===== config.mk =====
export PLATFORM = sky130hd
export DESIGN_NAME = tcs_sequencer
export DESIGN_NICKNAME = d
export VERILOG_FILES = /design/src/tcs_pkg.sv /design/src/tcs_link.sv /design/src/tcs_sequencer.sv
export VERILOG_INCLUDE_DIRS = /design/src
export SDC_FILE = /design/constraint.sdc
export NUM_CORES = 1
export LEC_CHECK = 0
export BUFFER_PORTS_ARGS = -buffer_cell sky130_fd_sc_hd__buf_2
export CAP_MARGIN = 20
export CORE_MARGIN = 1
export CORE_UTILIZATION = 69
export DETAILED_ROUTE_END_ITERATION = 8
export HOLD_SLACK_MARGIN = 0.12
export PLACE_DENSITY = 0.82
export SETUP_SLACK_MARGIN = 0.2
export SLEW_MARGIN = 20
export SYNTH_ARGS = -nofsm -noshare
export SYNTH_HDL_FRONTEND = slang
export SYNTH_SLANG_ARGS = --single-unit

===== constraint.sdc =====
create_clock -name sys_clk_in -period 8.95 [get_ports sys_clk_in]
set_input_delay 1.79 -clock sys_clk_in [delete_from_list [all_inputs] [get_ports sys_clk_in]]
set_output_delay 1.79 -clock sys_clk_in [all_outputs]
set_load 0.05 [all_outputs]

===== src/tcs_regs.svh =====
// register pointers, field positions, reset values and timing figures
// assumes: included by bare name from each design file that needs it
`ifndef TCS_REGS_SVH
`define TCS_REGS_SVH

`define TCS_PTR_STATUS   8'h08
`define TCS_PTR_CFG1     8'h09
`define TCS_PTR_CFG2     8'h0A
`define TCS_PTR_RATE     8'h0B
`define TCS_PTR_ONESHOT  8'h0F

`define TCS_BIT_BUSY     7
`define TCS_BIT_HALT     6
`define TCS_BIT_RC       2
`define TCS_BIT_LOCAL    3
`define TCS_BIT_REM1     4
`define TCS_BIT_REM2     5
`define TCS_BIT_REM3     6
`define TCS_RATE_MSB     2

`define TCS_CFG1_POR     8'h00
`define TCS_CFG1_WMASK   8'h44
`define TCS_CFG2_POR1    8'h1C
`define TCS_CFG2_REM2    8'h20
`define TCS_CFG2_REM3    8'h40
`define TCS_RATE_POR     8'h07
`define TCS_RATE_WMASK   8'h07

`define TCS_CONV_TIME_MS 125
`define TCS_SLOW_PER_S   16
`define TCS_CLK_MHZ      100
`define TCS_US_PER_MS    1000
`define TCS_US_PER_S     1000000
`define TCS_BYTE_BITS    4'h8
`define TCS_DEV_ADDR     7'h4C

`endif


===== src/tcs_pkg.sv =====
// types shared by the sequencer and its serial register port
// assumes: nothing beyond a SystemVerilog compiler
package tcs_pkg;

  typedef enum logic [2:0] {
    SEQ_KICK = 3'b000,
    SEQ_CONV = 3'b001,
    SEQ_SHUT = 3'b010,
    SEQ_WAIT = 3'b011,
    SEQ_IDLE = 3'b100
  } tcs_seq_t;

  typedef enum logic [3:0] {
    LNK_IDLE = 4'b0000,
    LNK_ADDR = 4'b0001,
    LNK_AACK = 4'b0010,
    LNK_PTR  = 4'b0011,
    LNK_PACK = 4'b0100,
    LNK_WDAT = 4'b0101,
    LNK_DACK = 4'b0110,
    LNK_RDAT = 4'b0111,
    LNK_RACK = 4'b1000
  } tcs_lnk_t;

  typedef struct packed {
    tcs_seq_t    st;
    logic [1:0]  chan;
    logic        single;
    logic        busy;
    logic [31:0] conv_cnt;
    logic [31:0] pass_cnt;
    logic [7:0]  cfg1;
    logic [7:0]  cfg2;
    logic [7:0]  rate;
    logic [7:0]  rd_data;
  } tcs_seq_state_t;

  typedef struct packed {
    logic       scl_s1;
    logic       scl_s2;
    logic       scl_d;
    logic       sda_s1;
    logic       sda_s2;
    logic       sda_d;
    tcs_lnk_t   st;
    logic [3:0] bitc;
    logic [7:0] shreg;
    logic [7:0] ptr;
    logic       rw;
    logic       mack;
    logic       sda_oe;
    logic       wr_stb;
    logic [7:0] wr_data;
  } tcs_lnk_state_t;

endpackage


===== src/tcs_link.sv =====
// two-wire serial register port: address, pointer, byte writes and reads
// assumes: scl/sda come from pins; sda wire is resolved outside from oe
`timescale 1ns/1ps
`default_nettype none
`include "tcs_regs.svh"

module tcs_link #(
  parameter logic [6:0] DEV_ADDR = `TCS_DEV_ADDR
) (
  input  wire logic       sys_clk_in,
  input  wire logic       sys_rst_in,
  input  wire logic       scl_in,
  input  wire logic       sda_in,
  output logic            sda_out,
  output logic            sda_oe_out,
  output logic            wr_stb_out,
  output logic [7:0]      wr_data_out,
  output logic [7:0]      ptr_out,
  input  wire logic [7:0] rd_data_in
);

  tcs_pkg::tcs_lnk_state_t s_r;
  tcs_pkg::tcs_lnk_state_t s_nxt;

  always_comb begin
    logic rise;
    logic fall;
    logic start;
    logic stop;
    s_nxt = s_r;
    rise = 1'b0;
    fall = 1'b0;
    start = 1'b0;
    stop = 1'b0;
    s_nxt.scl_s1 = scl_in;
    s_nxt.scl_s2 = s_r.scl_s1;
    s_nxt.scl_d = s_r.scl_s2;
    s_nxt.sda_s1 = sda_in;
    s_nxt.sda_s2 = s_r.sda_s1;
    s_nxt.sda_d = s_r.sda_s2;
    s_nxt.wr_stb = 1'b0;
    rise = s_r.scl_s2 & ~s_r.scl_d;
    fall = ~s_r.scl_s2 & s_r.scl_d;
    start = s_r.scl_s2 & s_r.scl_d & s_r.sda_d & ~s_r.sda_s2;
    stop = s_r.scl_s2 & s_r.scl_d & ~s_r.sda_d & s_r.sda_s2;
    if (start) begin
      s_nxt.st = tcs_pkg::LNK_ADDR;
      s_nxt.bitc = 4'h0;
      s_nxt.sda_oe = 1'b0;
    end else if (stop) begin
      s_nxt.st = tcs_pkg::LNK_IDLE;
      s_nxt.sda_oe = 1'b0;
    end else begin
      case (s_r.st)
        tcs_pkg::LNK_IDLE: begin
          s_nxt.sda_oe = 1'b0;
        end
        tcs_pkg::LNK_ADDR, tcs_pkg::LNK_PTR, tcs_pkg::LNK_WDAT: begin
          if (rise && s_r.bitc != `TCS_BYTE_BITS) begin
            s_nxt.shreg = {s_r.shreg[6:0], s_r.sda_s2};
            s_nxt.bitc = s_r.bitc + 4'h1;
          end else if (fall && s_r.bitc == `TCS_BYTE_BITS) begin
            s_nxt.bitc = 4'h0;
            s_nxt.sda_oe = 1'b1;
            if (s_r.st == tcs_pkg::LNK_ADDR) begin
              s_nxt.rw = s_r.shreg[0];
              if (s_r.shreg[7:1] == DEV_ADDR) begin
                s_nxt.st = tcs_pkg::LNK_AACK;
              end else begin
                s_nxt.st = tcs_pkg::LNK_IDLE;
                s_nxt.sda_oe = 1'b0;
              end
            end else if (s_r.st == tcs_pkg::LNK_PTR) begin
              s_nxt.ptr = s_r.shreg;
              s_nxt.st = tcs_pkg::LNK_PACK;
            end else begin
              s_nxt.wr_data = s_r.shreg;
              s_nxt.wr_stb = 1'b1;
              s_nxt.st = tcs_pkg::LNK_DACK;
            end
          end
        end
        tcs_pkg::LNK_AACK: begin
          if (fall && s_r.rw) begin
            s_nxt.shreg = rd_data_in;
            s_nxt.sda_oe = ~rd_data_in[7];
            s_nxt.bitc = 4'h1;
            s_nxt.st = tcs_pkg::LNK_RDAT;
          end else if (fall) begin
            s_nxt.sda_oe = 1'b0;
            s_nxt.st = tcs_pkg::LNK_PTR;
          end
        end
        tcs_pkg::LNK_PACK, tcs_pkg::LNK_DACK: begin
          if (fall) begin
            s_nxt.sda_oe = 1'b0;
            s_nxt.st = tcs_pkg::LNK_WDAT;
          end
        end
        tcs_pkg::LNK_RDAT: begin
          if (fall && s_r.bitc == `TCS_BYTE_BITS) begin
            s_nxt.sda_oe = 1'b0;
            s_nxt.st = tcs_pkg::LNK_RACK;
          end else if (fall) begin
            s_nxt.sda_oe = ~s_r.shreg[6];
            s_nxt.shreg = {s_r.shreg[6:0], 1'b0};
            s_nxt.bitc = s_r.bitc + 4'h1;
          end
        end
        tcs_pkg::LNK_RACK: begin
          if (rise) begin
            s_nxt.mack = ~s_r.sda_s2;
          end else if (fall && s_r.mack) begin
            s_nxt.shreg = rd_data_in;
            s_nxt.sda_oe = ~rd_data_in[7];
            s_nxt.bitc = 4'h1;
            s_nxt.st = tcs_pkg::LNK_RDAT;
          end else if (fall) begin
            s_nxt.st = tcs_pkg::LNK_IDLE;
          end
        end
        default: begin
          s_nxt.st = tcs_pkg::LNK_IDLE;
        end
      endcase
    end
  end

  always_ff @(posedge sys_clk_in or posedge sys_rst_in) begin
    if (sys_rst_in) begin
      s_r <= '{st: tcs_pkg::LNK_IDLE, scl_s1: 1'b1, scl_s2: 1'b1,
               scl_d: 1'b1, sda_s1: 1'b1, sda_s2: 1'b1, sda_d: 1'b1,
               default: '0};
    end else begin
      s_r <= s_nxt;
    end
  end

  assign sda_out     = 1'b0;
  assign sda_oe_out  = s_r.sda_oe;
  assign wr_stb_out  = s_r.wr_stb;
  assign wr_data_out = s_r.wr_data;
  assign ptr_out     = s_r.ptr;

endmodule
`default_nettype wire


===== src/tcs_sequencer.sv =====
// temperature channel sequencer with its configuration and rate registers
// assumes: host reaches registers over the two-wire pins; one clock domain
`timescale 1ns/1ps
`default_nettype none
`include "tcs_regs.svh"

module tcs_sequencer #(
  parameter int          NUM_REMOTE     = 3,
  parameter logic [31:0] CONV_CYCLES    = 32'(`TCS_CONV_TIME_MS *
                                          `TCS_US_PER_MS * `TCS_CLK_MHZ),
  parameter logic [31:0] PERIOD0_CYCLES = 32'(longint'(`TCS_SLOW_PER_S) *
                                          `TCS_US_PER_S * `TCS_CLK_MHZ),
  parameter logic [6:0]  DEV_ADDR       = `TCS_DEV_ADDR
) (
  input  wire logic       sys_clk_in,
  input  wire logic       sys_rst_in,
  input  wire logic       scl_in,
  input  wire logic       sda_in,
  output logic            sda_out,
  output logic            sda_oe_out,
  output logic            busy_out,
  output logic [1:0]      chan_out,
  output logic            series_resistance_fix_on_out
);

  localparam logic [7:0] CFG2_POR = `TCS_CFG2_POR1 |
    ((NUM_REMOTE >= 2) ? `TCS_CFG2_REM2 : 8'h00) |
    ((NUM_REMOTE >= 3) ? `TCS_CFG2_REM3 : 8'h00);
  localparam logic [31:0] CONV_HALF = CONV_CYCLES >> 1;

  generate
    if (NUM_REMOTE < 1 || NUM_REMOTE > 3 || CONV_CYCLES < 32'h4) begin : g_bad
      $error("tcs_sequencer: unsupported parameter values");
    end
  endgenerate

  logic       wr_stb;
  logic [7:0] wr_data;
  logic [7:0] ptr;
  logic       oneshot;
  logic       halt;
  logic [3:0] en;
  logic [31:0] period;
  logic [31:0] conv_len;

  tcs_pkg::tcs_seq_state_t s_r;
  tcs_pkg::tcs_seq_state_t s_nxt;

  tcs_link #(
    .DEV_ADDR(DEV_ADDR)
  ) u_link (
    .sys_clk_in (sys_clk_in),
    .sys_rst_in (sys_rst_in),
    .scl_in     (scl_in),
    .sda_in     (sda_in),
    .sda_out    (sda_out),
    .sda_oe_out (sda_oe_out),
    .wr_stb_out (wr_stb),
    .wr_data_out(wr_data),
    .ptr_out    (ptr),
    .rd_data_in (s_r.rd_data)
  );

  // first enabled channel at or after 'from'; msb flags found
  function automatic logic [2:0] next_en(input logic [2:0] from,
                                         input logic [3:0] mask);
    logic [2:0] res;
    res = 3'b000;
    for (int i = 3; i >= 0; i--) begin
      if (mask[i] && 3'(i) >= from) begin
        res = {1'b1, 2'(i)};
      end
    end
    return res;
  endfunction

  assign en = {s_r.cfg2[`TCS_BIT_REM3], s_r.cfg2[`TCS_BIT_REM2],
               s_r.cfg2[`TCS_BIT_REM1], s_r.cfg2[`TCS_BIT_LOCAL]};
  assign halt    = s_r.cfg1[`TCS_BIT_HALT];
  assign oneshot = wr_stb && ptr == `TCS_PTR_ONESHOT;
  // rate sets the pass period only
  assign period  = PERIOD0_CYCLES >> s_r.rate[`TCS_RATE_MSB:0];
  assign conv_len = (s_r.chan == 2'b00 || s_r.cfg2[`TCS_BIT_RC]) ?
                    CONV_CYCLES : CONV_HALF;

  always_comb begin
    logic       go;
    logic [2:0] nx;
    s_nxt = s_r;
    go = 1'b0;
    nx = 3'b000;
    // register writes, reserved bits held at zero
    if (wr_stb && ptr == `TCS_PTR_CFG1) begin
      s_nxt.cfg1 = wr_data & `TCS_CFG1_WMASK;
    end
    if (wr_stb && ptr == `TCS_PTR_CFG2) begin
      s_nxt.cfg2 = wr_data & CFG2_POR;
    end
    if (wr_stb && ptr == `TCS_PTR_RATE) begin
      s_nxt.rate = wr_data & `TCS_RATE_WMASK;
    end
    if (s_r.pass_cnt != 32'hFFFF_FFFF) begin
      s_nxt.pass_cnt = s_r.pass_cnt + 32'h1;
    end
    case (s_r.st)
      tcs_pkg::SEQ_KICK: begin
        go = 1'b1;
      end
      tcs_pkg::SEQ_WAIT: begin
        // one-shot cuts the idle delay short
        if (oneshot) begin
          go = 1'b1;
          s_nxt.single = halt;
        end else if (halt) begin
          s_nxt.st = tcs_pkg::SEQ_IDLE;
        end else if (s_r.pass_cnt >= period - 32'h1) begin
          go = 1'b1;
        end
      end
      tcs_pkg::SEQ_IDLE: begin
        // single pass on one-shot while halted
        if (oneshot) begin
          go = 1'b1;
          s_nxt.single = halt;
        end else if (!halt) begin
          go = 1'b1;
        end
      end
      tcs_pkg::SEQ_CONV: begin
        s_nxt.conv_cnt = s_r.conv_cnt + 32'h1;
        if (s_r.conv_cnt >= conv_len - 32'h1) begin
          nx = next_en(3'(s_r.chan) + 3'h1, en);
          s_nxt.conv_cnt = '0;
          if (nx[2]) begin
            s_nxt.chan = nx[1:0];
          end else begin
            s_nxt.st = tcs_pkg::SEQ_SHUT;
          end
        end
      end
      tcs_pkg::SEQ_SHUT: begin
        // halt takes effect only once the pass is done
        if (halt || s_r.single) begin
          s_nxt.st = tcs_pkg::SEQ_IDLE;
          s_nxt.single = 1'b0;
        end else begin
          s_nxt.st = tcs_pkg::SEQ_WAIT;
        end
      end
      default: begin
        s_nxt.st = tcs_pkg::SEQ_IDLE;
      end
    endcase
    if (go) begin
      nx = next_en(3'h0, en);
      s_nxt.pass_cnt = '0;
      s_nxt.conv_cnt = '0;
      s_nxt.chan = nx[2] ? nx[1:0] : 2'b00;
      s_nxt.st = nx[2] ? tcs_pkg::SEQ_CONV : tcs_pkg::SEQ_SHUT;
    end
    s_nxt.busy = (s_nxt.st == tcs_pkg::SEQ_CONV);
    case (ptr)
      `TCS_PTR_STATUS: s_nxt.rd_data = {s_r.busy, 7'h00};
      `TCS_PTR_CFG1:   s_nxt.rd_data = s_r.cfg1;
      `TCS_PTR_CFG2:   s_nxt.rd_data = s_r.cfg2;
      `TCS_PTR_RATE:   s_nxt.rd_data = s_r.rate;
      default:         s_nxt.rd_data = 8'h00;
    endcase
  end

  always_ff @(posedge sys_clk_in or posedge sys_rst_in) begin
    if (sys_rst_in) begin
      s_r <= '{st: tcs_pkg::SEQ_KICK, cfg1: `TCS_CFG1_POR,
               cfg2: CFG2_POR, rate: `TCS_RATE_POR, default: '0};
    end else begin
      s_r <= s_nxt;
    end
  end

  assign busy_out = s_r.busy;
  assign chan_out = s_r.chan;
  assign series_resistance_fix_on_out = s_r.cfg2[`TCS_BIT_RC];
endmodule
`default_nettype wire


==> results of run 1 <==
[path summary, 6_finish.rpt]
| path | end | slack, ns | cells after the start |
|---|---|---|---|
| worst max-delay path | s_r[85] | 4.93 | 12 |
| worst min-delay path | u_link.s_nxt[39] | 0.36 | 0 |
| worst max register to register | s_r[85] | 4.93 | 12 |
| worst min register to register | u_link.s_nxt[39] | 0.36 | 0 |
| max in group asynchronous | s_r[57] | 6.47 | 3 |
| min in group asynchronous | u_link.ptr_out[6] | 1.35 | 2 |
[per-stage QoR]
stage | util (%) | hold slack, ns | setup WS [ns] | power [µW]
final | 78.39 | 0.3559 | 4.927 | 1489
after global routing | 78.39 | 0.3640 | 4.615 | 1539
after CTS | 78.32 | 0.3570 | 4.973 | 1490
after detailed placement | 72.67 | 0.3481 | 4.991 | 806.1
after global placement | 72.62 | 0.3455 | 5.102 | 795.9
after floorplan | - | 0.3452 | 3.714 | 765.1
[synth_stat cells, types with 8 or more instances]
cell      count  area (µm²)
dfrtp_1     116        2903
and4_1        8       70.07
and3_1       15       93.84
nand2_1      66       247.7
nand3_1      36       180.2
a21oi_1      41       205.2
ha_1         40       500.5
nor2_1       99       371.6
nand4_1      19       118.9
xnor2_1      28       245.2
xor2_1       14       122.6
clkbuf_1     18       67.56
mux2_2       28       315.3
dfstp_2      14       367.9
a21o_1       10       75.07
inv_1        29       108.9
o21ai_0      38       190.2
mux2i_1       9       90.09
and2_1       11       68.82
nor3_1       17       85.08
nor4_1       12       75.07
nor2b_1      13       81.33
[sequential cells by signal, indices dropped and copies added (netlist names), 2 cells and up]
signal	cells
chan_out	2
en	4
s_r	80
u_link.ptr_out	8
u_link.s_nxt	4
u_link.s_r	20
u_link.wr_data_out	7
[report_power, final]
group | internal [µW] | switching [µW]
sequential | 612 | 41.0
combinational | 54.6 | 97.1
clock | 422 | 263
total | 1090 | 401
[placed cells by master, fill, tap and decap left out, drive strengths merged, types with 7 or more instances in the layout]
| cell type | synthesis | routed |
|---|---|---|
| a21oi | 41 | 41 |
| dfrtp | 116 | 116 |
| ha | 40 | 40 |
| mux2i | 9 | 9 |
| nor3 | 17 | 17 |
| o21ai | 39 | 39 |
| a21o | 10 | 10 |
| xnor2 | 28 | 28 |
| nor2b | 13 | 13 |
| nor2 | 99 | 99 |
| and3 | 15 | 15 |
| or3 | 7 | 7 |
| nand3 | 36 | 36 |
| inv | 29 | 31 |
| mux2 | 28 | 28 |
| nor4 | 15 | 15 |
| nand2 | 66 | 66 |
| and2 | 12 | 12 |
| a31oi | 7 | 7 |
| dfstp | 14 | 14 |
| nand4 | 19 | 19 |
| and4 | 8 | 8 |
| xor2 | 14 | 14 |
| clkbuf | 18 | 22 |
| buf | 11 | 11 |
[cell type report]
class | count | area share [%]
Multi-Input combinational cell | 604 | 48.44
Tap cell | 136 | 2.084
Clock buffer | 22 | 5.670
Timing Repair Buffer | 11 | 0.8121
Inverter | 30 | 1.410
Sequential cell | 130 | 40.06
Clock inverter | 10 | 1.532
[cells by family after synthesis]
| group | Yosys count |
|---|---|
| other | 2 |
| AOI/OAI and AO/OA | 149 |
| and+or+nand+nor | 334 |
| DFF | 130 |
| xor gates and xnor gates | 42 |
| muxes | 37 |
| buffers and inverters | 59 |
| adders and majority gates | 40 |
[per-layer routing]
layer	global-route usage [%]	vias to the layer above	part of all wire, %
li1	-	2848	-
met4	12.80	0	2.0
met1	40.36	2982	44
met5	0	-	0
met3	6.622	35	4.0
met2	54.90	158	50
[worst reg2reg max path: stages (launching register included)]
cell       delay (ns)
dfstp_2          0.64
clkinv_1         0.25
a21oi_1          0.23
a21oi_1          0.07
ha_1             0.27
and2_0           0.15
a221o_1          0.30
a22oi_1          0.18
a31oi_1          0.17
a2111oi_4        0.96
nor4_2           0.28
a211oi_1         0.32
a31o_1           0.14
==> run metrics, run 1 <==
GRT Overall Usage=32.26%; Layout fillers=686; full die area=11,250 µm²; clk_skew=0.007539 ns; Core ar.=10,420 µm²; vias in the first global route=6,053; Reg area=3271 µm²; CP Max Fanout=17; sequential share of the synthesized area=43.78%; synth unique cells=69; type of the most critical hold path=reg2reg; crit path DAT=4.50 ns; nets@finish=838; post-synthesis simple-gate area fraction=22.59%; number of buffers created by CTS=17; fmax=0.2486 GHz; Post-Synth Adder-Cell Area=6.699%; main combinational cell family by area after synthesis=simple AND/OR/NAND/NOR gates; Crit-path slowest cell=a2111oi_4; dpl cells=911; Final ANT Viol Nets=0; RSZ-0062 raised after global routing=no; clk sinks=130; Initial DRC Count=462; max incr delay on CP=0.96 ns; worst-path cell chain=clkinv_1 -> a21oi_1 -> a21oi_1 -> ha_1 -> and2_0 -> a221o_1 -> a22oi_1 -> a31oi_1 -> a2111oi_4 -> nor4_2 -> a211oi_1 -> a31o_1; clk_lat worst skew=0.54 ns; slew of the pin with the lowest slew margin=1.035 ns; Peak VDD IR=244.4 µV; worst r2r src=s_r[10]; Mapped Cells=793; GPL Wtd Cong=0.8509; mux contribution to synthesized area=5.426%; period utilization=44.95%; DRT Wirelength=16,850 µm; XOR/XNOR share of the synthesized area=4.924%; Max Transition Viols Final=0; detailed-route via count=6,023; ys flop type=dfrtp_1; Die Span Y=106.1 µm; global route overflow=0; first-pass GRT wire length=28,430 µm; CP startpoint kind=flop; Post-CTS Resized=0; row cnt=37; Starting Density=71.72%; CP dominant cell by count=a21oi_1; Root Driver=clkbuf_8; share of cells above drive strength 1=12.39%; post-placement cell area=7570 µm²; max-cap violations=0; CP startpoint=s_r[10]; worst rel slew slack=31.02%; post-layout min period=4.023 ns; hold_sp=u_link.s_nxt[40]; first-pass iteration count of the detailed router=5; Post-Syn Area per Cell=9.421 µm²; delay-heaviest family, CP=compound AO/OA/AOI/OAI gates; post-DR vias/cell=6.387; placed wire-length estimate=11,630 µm; Final Non-Filler Cells=943; CTS tree=yes; Clock Path Buffers=2; Post-Layout Inst Area=8165 µm²; initial antenna violation count=0; Setup CP Type=reg2reg; Synth Register Bits=130; H-tree lvl count=4; Chip Width=106.1 µm; Setup TNS Final=0 ns; hold buffers post-CTS=0; DRC=0; Worst EP required=9.43 ns; P&R area growth vs syn=9.295%; I/O Pins=10; outcome=completed; clk slew on worst S/H paths=0.06 ns; largest net degree at the start of global routing=80; crit path buf inv count=1; final hold violation count=0; PortBufs=8; Syn Nets=837; PwrDens=182.3 nW/µm²; Synth Area in Compound Gates=13.08%; ANT cells=0; FFs w/ async S/R, synth=100.0%; leak pwr=0.003797 µW; CP Capture Type=flop; postcts setup bufs=0; WL/cell=17.87 µm; Mapped Area=7471 µm²; multi-input combinational cell area=3955 µm²; number of synthesized flops with an enable pin=0; # setup viols final=0; yosys warns=0
No activity file was read; power rests on OpenSTA's default activity.
==> run 2, diff against run 1 <==
--- a/config.mk
+++ b/config.mk
@@ -9,10 +9,10 @@
 export BUFFER_PORTS_ARGS = -buffer_cell sky130_fd_sc_hd__buf_2
 export CAP_MARGIN = 20
 export CORE_MARGIN = 1
-export CORE_UTILIZATION = 69
+export CORE_UTILIZATION = 57
 export DETAILED_ROUTE_END_ITERATION = 8
 export HOLD_SLACK_MARGIN = 0.12
-export PLACE_DENSITY = 0.82
+export PLACE_DENSITY = 0.72
 export SETUP_SLACK_MARGIN = 0.2
 export SLEW_MARGIN = 20
 export SYNTH_ARGS = -nofsm -noshare
==> constraint.sdc (replaced) <==
create_clock -name sys_clk_in -period 3.5 [get_ports sys_clk_in]
set_input_delay 0.7 -clock sys_clk_in [delete_from_list [all_inputs] [get_ports sys_clk_in]]
set_output_delay 0.7 -clock sys_clk_in [all_outputs]
set_load 0.05 [all_outputs]
==> run 2 against run 1 <==
Net effect:
- worst setup slack got worse by 4.8 ns
- design area increased by 7.8%
- combinational power increased by 150%
- clock power grew to 2.8 times the previous value
- count of clock-buffer cells in the layout down 1
- maximum frequency rose by 20%
- total power rose to 2.7 times the previous value
- clock skew decreased by 0.00075 ns
- register-to-register slack got worse by 4.8 ns
==> run metrics, run 2 (synthesized netlist as in run 1, its figures left out) <==
outcome=completed; final hold violation count=0 (unchanged); first-pass GRT wire length=27,820 µm (-2.2%); max incr delay on CP=0.50 ns (-0.46 ns); vias in the first global route=5,827 (-3.7%); Die Span Y=116.5 µm (+9.8%); GPL Wtd Cong=0.9217 (+8.3%); largest net degree at the start of global routing=47 (-41%); nets@finish=867 (+3.5%); crit path buf inv count=3 (+2); global route overflow=0 (unchanged); PortBufs=8 (unchanged); full die area=13,570 µm² (+21%); WL/cell=16.92 µm (-5.3%); routed wl met3=613 µm (-9.7%); placed wire-length estimate=11,480 µm (-1.3%); leak pwr=0.004025 µW (+6.0%); GRT Overall Usage=26.21% (-6.0 points); RSZ-0062 raised after global routing=yes; first-pass iteration count of the detailed router=4 (-1); CP startpoint kind=flop; clk_lat worst skew=0.42 ns (-0.12 ns); leading cell type in the layout, fill and taps excluded=dfrtp_1; CP Max Fanout=8 (-9); delay-heaviest family, CP=simple AND/OR/NAND/NOR gates; crit path DAT=3.67 ns (-0.83 ns); worst-path cell chain=buf_6 -> or3_4 -> ha_1 -> nand4_1 -> nor4_4 -> nand4_1 -> a211oi_4 -> a2111oi_4 -> buf_6 -> nor4_4 -> buf_4 -> a211o_1 -> nand2_1; DRT Wirelength=17,060 µm (+1.2%); period utilization=95.92% (+51 points); worst rel slew slack=54.29% (+23 points); slew of the pin with the lowest slew margin=0.6816 ns (-0.3531 ns); Worst EP required=3.81 ns (-5.62 ns); Final ANT Viol Nets=0 (unchanged); DR top layer=met4; H-tree lvl count=4 (unchanged); DRC=0 (unchanged); final setup margin=0.1430 ns (-4.784 ns); ANT cells=0 (unchanged); initial antenna violation count=0 (unchanged); post-layout min period=3.357 ns (-0.6660 ns); row cnt=41 (+11%); Root Driver=clkbuf_16; Max Transition Viols Final=0 (unchanged); DP Worst Slack=0.01622 ns (-4.975 ns); max reg flops=80 (unchanged); fmax=0.2979 GHz (+20%); Peak VDD IR=340.4 µV (+39%); number of buffers created by CTS=17 (unchanged); met1 wire length=7827 µm (+5.1%); PwrDens=452.2 nW/µm² (+150%); Clock Path Buffers=2 (unchanged); clk slew on worst S/H paths=0.06 ns (about the same); CP Capture Type=flop; clk_skew=0.006786 ns (-0.0007528 ns); hold buffers post-CTS=0 (unchanged); Setup CP Type=reg2reg; post-DR vias/cell=6.070 (-5.0%); Starting Density=58.72% (-13 points); Chip Width=116.5 µm (+9.8%); Setup TNS Final=0 ns (unchanged); # setup viols final=0 (unchanged); Initial DRC Count=551 (+19%); Crit-path slowest cell=dfstp_4; P&R area growth vs syn=17.85%; detailed-route via count=6,119 (+1.6%); commonest cells after routing, fill and taps aside=dfrtp_1 (116), nor2_1 (98), nand2_1 (65); max-cap violations=0 (unchanged); Biggest register=s_r; Core ar.=12,720 µm² (+22%); clk sinks=130 (unchanged); type of the most critical hold path=in2async; I/O Pins=10 (unchanged); metal2 WL=8318 µm (-0.76%); share of cells above drive strength 1=18.90% (+6.5 points); CTS tree=yes
==> run 2: changes by cell type in the layout (fill, tap and decap cells not counted), moves of 4 or more <==
cell	before	now
buf_4	2	19
nor4_1	12	5
nor4_4	0	5
buf_12	0	4
buf_6	1	6
==> run 2: final timing paths <==
path	startpoint	to	slack, ns	cells after the start
hold / removal	sys_rst_in	u_link.s_r[32]	0.25	2
min in group sys_clk_in	u_link.s_nxt[37]	u_link.s_nxt[36]	0.35	0
setup reg to reg	s_r[8]	s_r[87]	0.14	13
max in group asynchronous	sys_rst_in	series_resistance_fix_on_out	2.45	4
hold reg to reg	u_link.s_nxt[37]	u_link.s_nxt[36]	0.35	0
setup / recovery	s_r[8]	s_r[87]	0.14	13
==> run 2: final cells by class <==
type / count / area, µm²
fill: 983 / 3918
clock inverter: 11 / 175.2
clock buffer: 21 / 480.5
timing repair buffer: 39 / 350.3
sequential: 130 / 3274
multi-input combinational: 605 / 4190
tap: 172 / 215.2
inverter: 30 / 118.9
==> run 2: worst register-to-register path, cell delays in order (launching register included) <==
cell       delay (ns)
dfstp_4          0.50
buf_6            0.15
or3_4            0.40
ha_1             0.29
nand4_1          0.19
nor4_4           0.23
nand4_1          0.21
a211oi_4         0.30
a2111oi_4        0.06
buf_6            0.18
nor4_4           0.39
buf_4            0.20
a211o_1          0.12
nand2_1          0.04
==> run 2: what timing repair did <==
action / CTS / global route
resized for setup: 6 / 49
pin swaps: 3 / 22
setup endpoints to repair: 59 / 69
setup buffers: 1 / 17
gates cloned: 1 / 0
endpoints found under the hold margin: 0 / 0
==> run 2: routing by layer <==
metal	vias to the layer above	global-route usage, %
met3	33	5.708
met5	-	0
met4	0	8.974
met2	123	42.25
li1	2916	-
met1	3047	34.97
==> run 2: stage by stage <==
| stage | hold WS, ns | power, µW | std cells | area [µm²] | utilization (%) |
|---|---|---|---|---|---|
| after floorplan | 0.3452 | 1957 | 793 | 7487 | - |
| after global placement | 0.3461 | 2038 | 956 | 7726 | 60.73 |
| after detailed placement | 0.3478 | 2059 | 956 | 7726 | 60.73 |
| after CTS | 0.3519 | 4002 | 990 | 8422 | 66.20 |
| after global routing | 0.2560 | 4140 | 1008 | 8805 | 69.21 |
| final | 0.2471 | 3982 | 1008 | 8805 | 69.21 |
==> run 2: where the power goes <==
group | switching, µW | internal, µW
sequential | 102 | 1560
combinational | 229 | 147
clock | 668 | 1270
total | 999 | 2980
==> run 3, diff against run 2 <==
--- a/config.mk
+++ b/config.mk
@@ -9,10 +9,10 @@
 export BUFFER_PORTS_ARGS = -buffer_cell sky130_fd_sc_hd__buf_2
 export CAP_MARGIN = 20
 export CORE_MARGIN = 1
-export CORE_UTILIZATION = 57
+export CORE_UTILIZATION = 69
 export DETAILED_ROUTE_END_ITERATION = 8
 export HOLD_SLACK_MARGIN = 0.12
-export PLACE_DENSITY = 0.72
+export PLACE_DENSITY = 0.82
 export SETUP_SLACK_MARGIN = 0.2
 export SLEW_MARGIN = 20
 export SYNTH_ARGS = -nofsm -noshare
==> constraint.sdc (replaced) <==
create_clock -name sys_clk_in -period 4.22 [get_ports sys_clk_in]
set_input_delay 0.844 -clock sys_clk_in [delete_from_list [all_inputs] [get_ports sys_clk_in]]
set_output_delay 0.844 -clock sys_clk_in [all_outputs]
set_load 0.05 [all_outputs]
==> run 3 against run 2 <==
Net effect:
- sequential cell count unchanged
- worst setup slack better by 0.35 ns
- combinational power down 14%
- first-iteration DRC count up 3.3%
- design area down 6.7%
- cell count down 6.1%
- sequential share of layout area up 2.6 points
- critical path depth down 1
- largest power group unchanged
- count of clock-buffer cells in the layout down 1
- utilization up 9.7 points
==> run metrics, run 3 (synthesized netlist as in run 1, its figures left out) <==
outcome=completed; first-pass GRT wire length=29,170 µm (+4.9%); initial antenna violation count=0 (unchanged); max-cap violations=0 (unchanged); Crit-path slowest cell=dfstp_2; Post-CTS Resized=0 (-6); CTS tree=yes; final setup margin=0.4904 ns (+0.3475 ns); DP Worst Slack=0.3894 ns (+0.3732 ns); Setup CP Type=reg2reg; full die area=11,250 µm² (-17%); # setup viols final=0 (unchanged); period utilization=88.38% (-7.5 points); fmax=0.2681 GHz (-10%); commonest cells after routing, fill and taps aside=dfrtp_1 (116), nor2_1 (99), nand2_1 (66); DRC=0 (unchanged); postcts setup bufs=0 (-1); slew of the pin with the lowest slew margin=0.8142 ns (+0.1326 ns); Initial DRC Count=569 (+3.3%); dpl cells=915 (-4.3%); leading cell type in the layout, fill and taps excluded=dfrtp_1; Core ar.=10,420 µm² (-18%); WL/cell=18.24 µm (+7.7%); DRT Wirelength=17,270 µm (+1.2%); P&R area growth vs syn=9.965%; largest net degree at the start of global routing=82 (+74%); H-tree lvl count=4 (unchanged); Final Non-Filler Cells=947 (-6.1%); post-layout min period=3.730 ns (+0.3725 ns); row cnt=37 (-9.8%); Clock Path Buffers=2 (unchanged); Biggest register=s_r; Worst EP required=4.71 ns (+0.90 ns); first-pass iteration count of the detailed router=7 (+3); vias in the first global route=6,243 (+7.1%); clk_skew=0.009416 ns (+0.002630 ns); PortBufs=8 (unchanged); worst rel slew slack=45.39% (-8.9 points); final core occ=78.87% (+9.7 points); max reg flops=80 (unchanged); max incr delay on CP=0.65 ns (+0.15 ns); Max Transition Viols Final=0 (unchanged); clk_lat worst skew=0.54 ns (+0.12 ns); CP startpoint kind=flop; post-DR vias/cell=6.523 (+7.5%); RSZ-0062 raised after global routing=no; GRT Overall Usage=33.15% (+6.9 points); post-placement cell area=7609 µm² (-1.5%); Starting Density=71.72% (+13 points); CP Capture Type=flop; Post-Layout Inst Area=8215 µm² (-6.7%); crit path DAT=4.22 ns (+0.55 ns); Root Driver=clkbuf_8; PwrDens=390.4 nW/µm² (-14%); CP dominant cell by count=a21oi_1; hold buffers post-CTS=0 (unchanged); global route overflow=0 (unchanged); I/O Pins=10 (unchanged); leak pwr=0.003813 µW (-5.3%); final hold violation count=0 (unchanged); Peak VDD IR=478.0 µV (+40%); Setup TNS Final=0 ns (unchanged); number of buffers created by CTS=17 (unchanged); nets@finish=842 (-2.9%); detailed-route via count=6,177 (+0.95%); CP Max Fanout=27 (+19); delay-heaviest family, CP=compound AO/OA/AOI/OAI gates; Chip Width=106.1 µm (-9.0%); placed wire-length estimate=11,550 µm (+0.61%); Final ANT Viol Nets=0 (unchanged); ANT cells=0 (unchanged); clk sinks=130 (unchanged); crit path buf inv count=1 (-2); GPL Wtd Cong=0.8992 (-2.4%); clk slew on worst S/H paths=0.06 ns (about the same); share of cells above drive strength 1=12.95% (-6.0 points); worst-path cell chain=clkinv_1 -> a21oi_1 -> a21oi_1 -> ha_1 -> and2_0 -> a221o_1 -> a22oi_1 -> a31oi_1 -> or2_2 -> a221o_2 -> a211oi_1 -> a31o_1; Die Span Y=106.1 µm (-9.0%); type of the most critical hold path=in2async
-- run 3: area by class of cell --
cell class	count	area, µm²
Clock buffer	20	445.4
Clock inverter	12	156.4
Fill cell	671	2201
Inverter	30	116.4
Multi-Input combinational cell	604	3951
Sequential cell	130	3271
Tap cell	136	170.2
Timing Repair Buffer	15	105.1
-- run 3: worst paths after layout --
| check | from | endpoint | slack [ns] | cells past startpoint |
|---|---|---|---|---|
| setup / recovery | s_r[10] | s_r[85] | 0.49 | 12 |
| hold / removal | sys_rst_in | s_r[44] | 0.32 | 2 |
| setup reg to reg | s_r[10] | s_r[85] | 0.49 | 12 |
| hold reg to reg | u_link.s_nxt[40] | u_link.s_nxt[39] | 0.36 | 0 |
| max in group asynchronous | sys_rst_in | en[1] | 3.09 | 3 |
| min in group sys_clk_in | u_link.s_nxt[40] | u_link.s_nxt[39] | 0.36 | 0 |
-- run 3: per-stage QoR --
step           hold slack (ns)  power [µW]
2_1_floorplan           0.3452        1623
3_3_place_gp            0.3471        1691
3_5_place_dp            0.3484        1715
4_1_cts                 0.3254        3212
5_1_grt                 0.3503        3314
6_report                0.3247        3207
-- run 3: worst reg2reg max path: stages, from the launching register on --
cell and delay (ns):
dfstp_2 0.65, clkinv_1 0.23, a21oi_1 0.22, a21oi_1 0.07, ha_1 0.28, and2_0 0.16, a221o_1 0.30, a22oi_1 0.18
a31oi_1 0.15, or2_2 0.35, a221o_2 0.62, a211oi_1 0.31, a31o_1 0.14
-- run 3: power by group --
part,internal (µW),switching [µW],leakage (µW),total [µW]
sequential,1300,88.6,0.00172,1390
clock,932,566,0.000283,1500
combinational,118,205,0.00181,323
total,2350,859,0.00381,3210
-- run 3: per-layer routing --
metal,GRT usage [%],share of wire [%],wire length (µm),up-vias
met4,15.08,2.6,441,0
met3,7.541,5.0,872,49
met1,40.97,42,7328,3060
met2,55.56,50,8626,216
li1,-,-,-,2852
met5,0,0,0,-
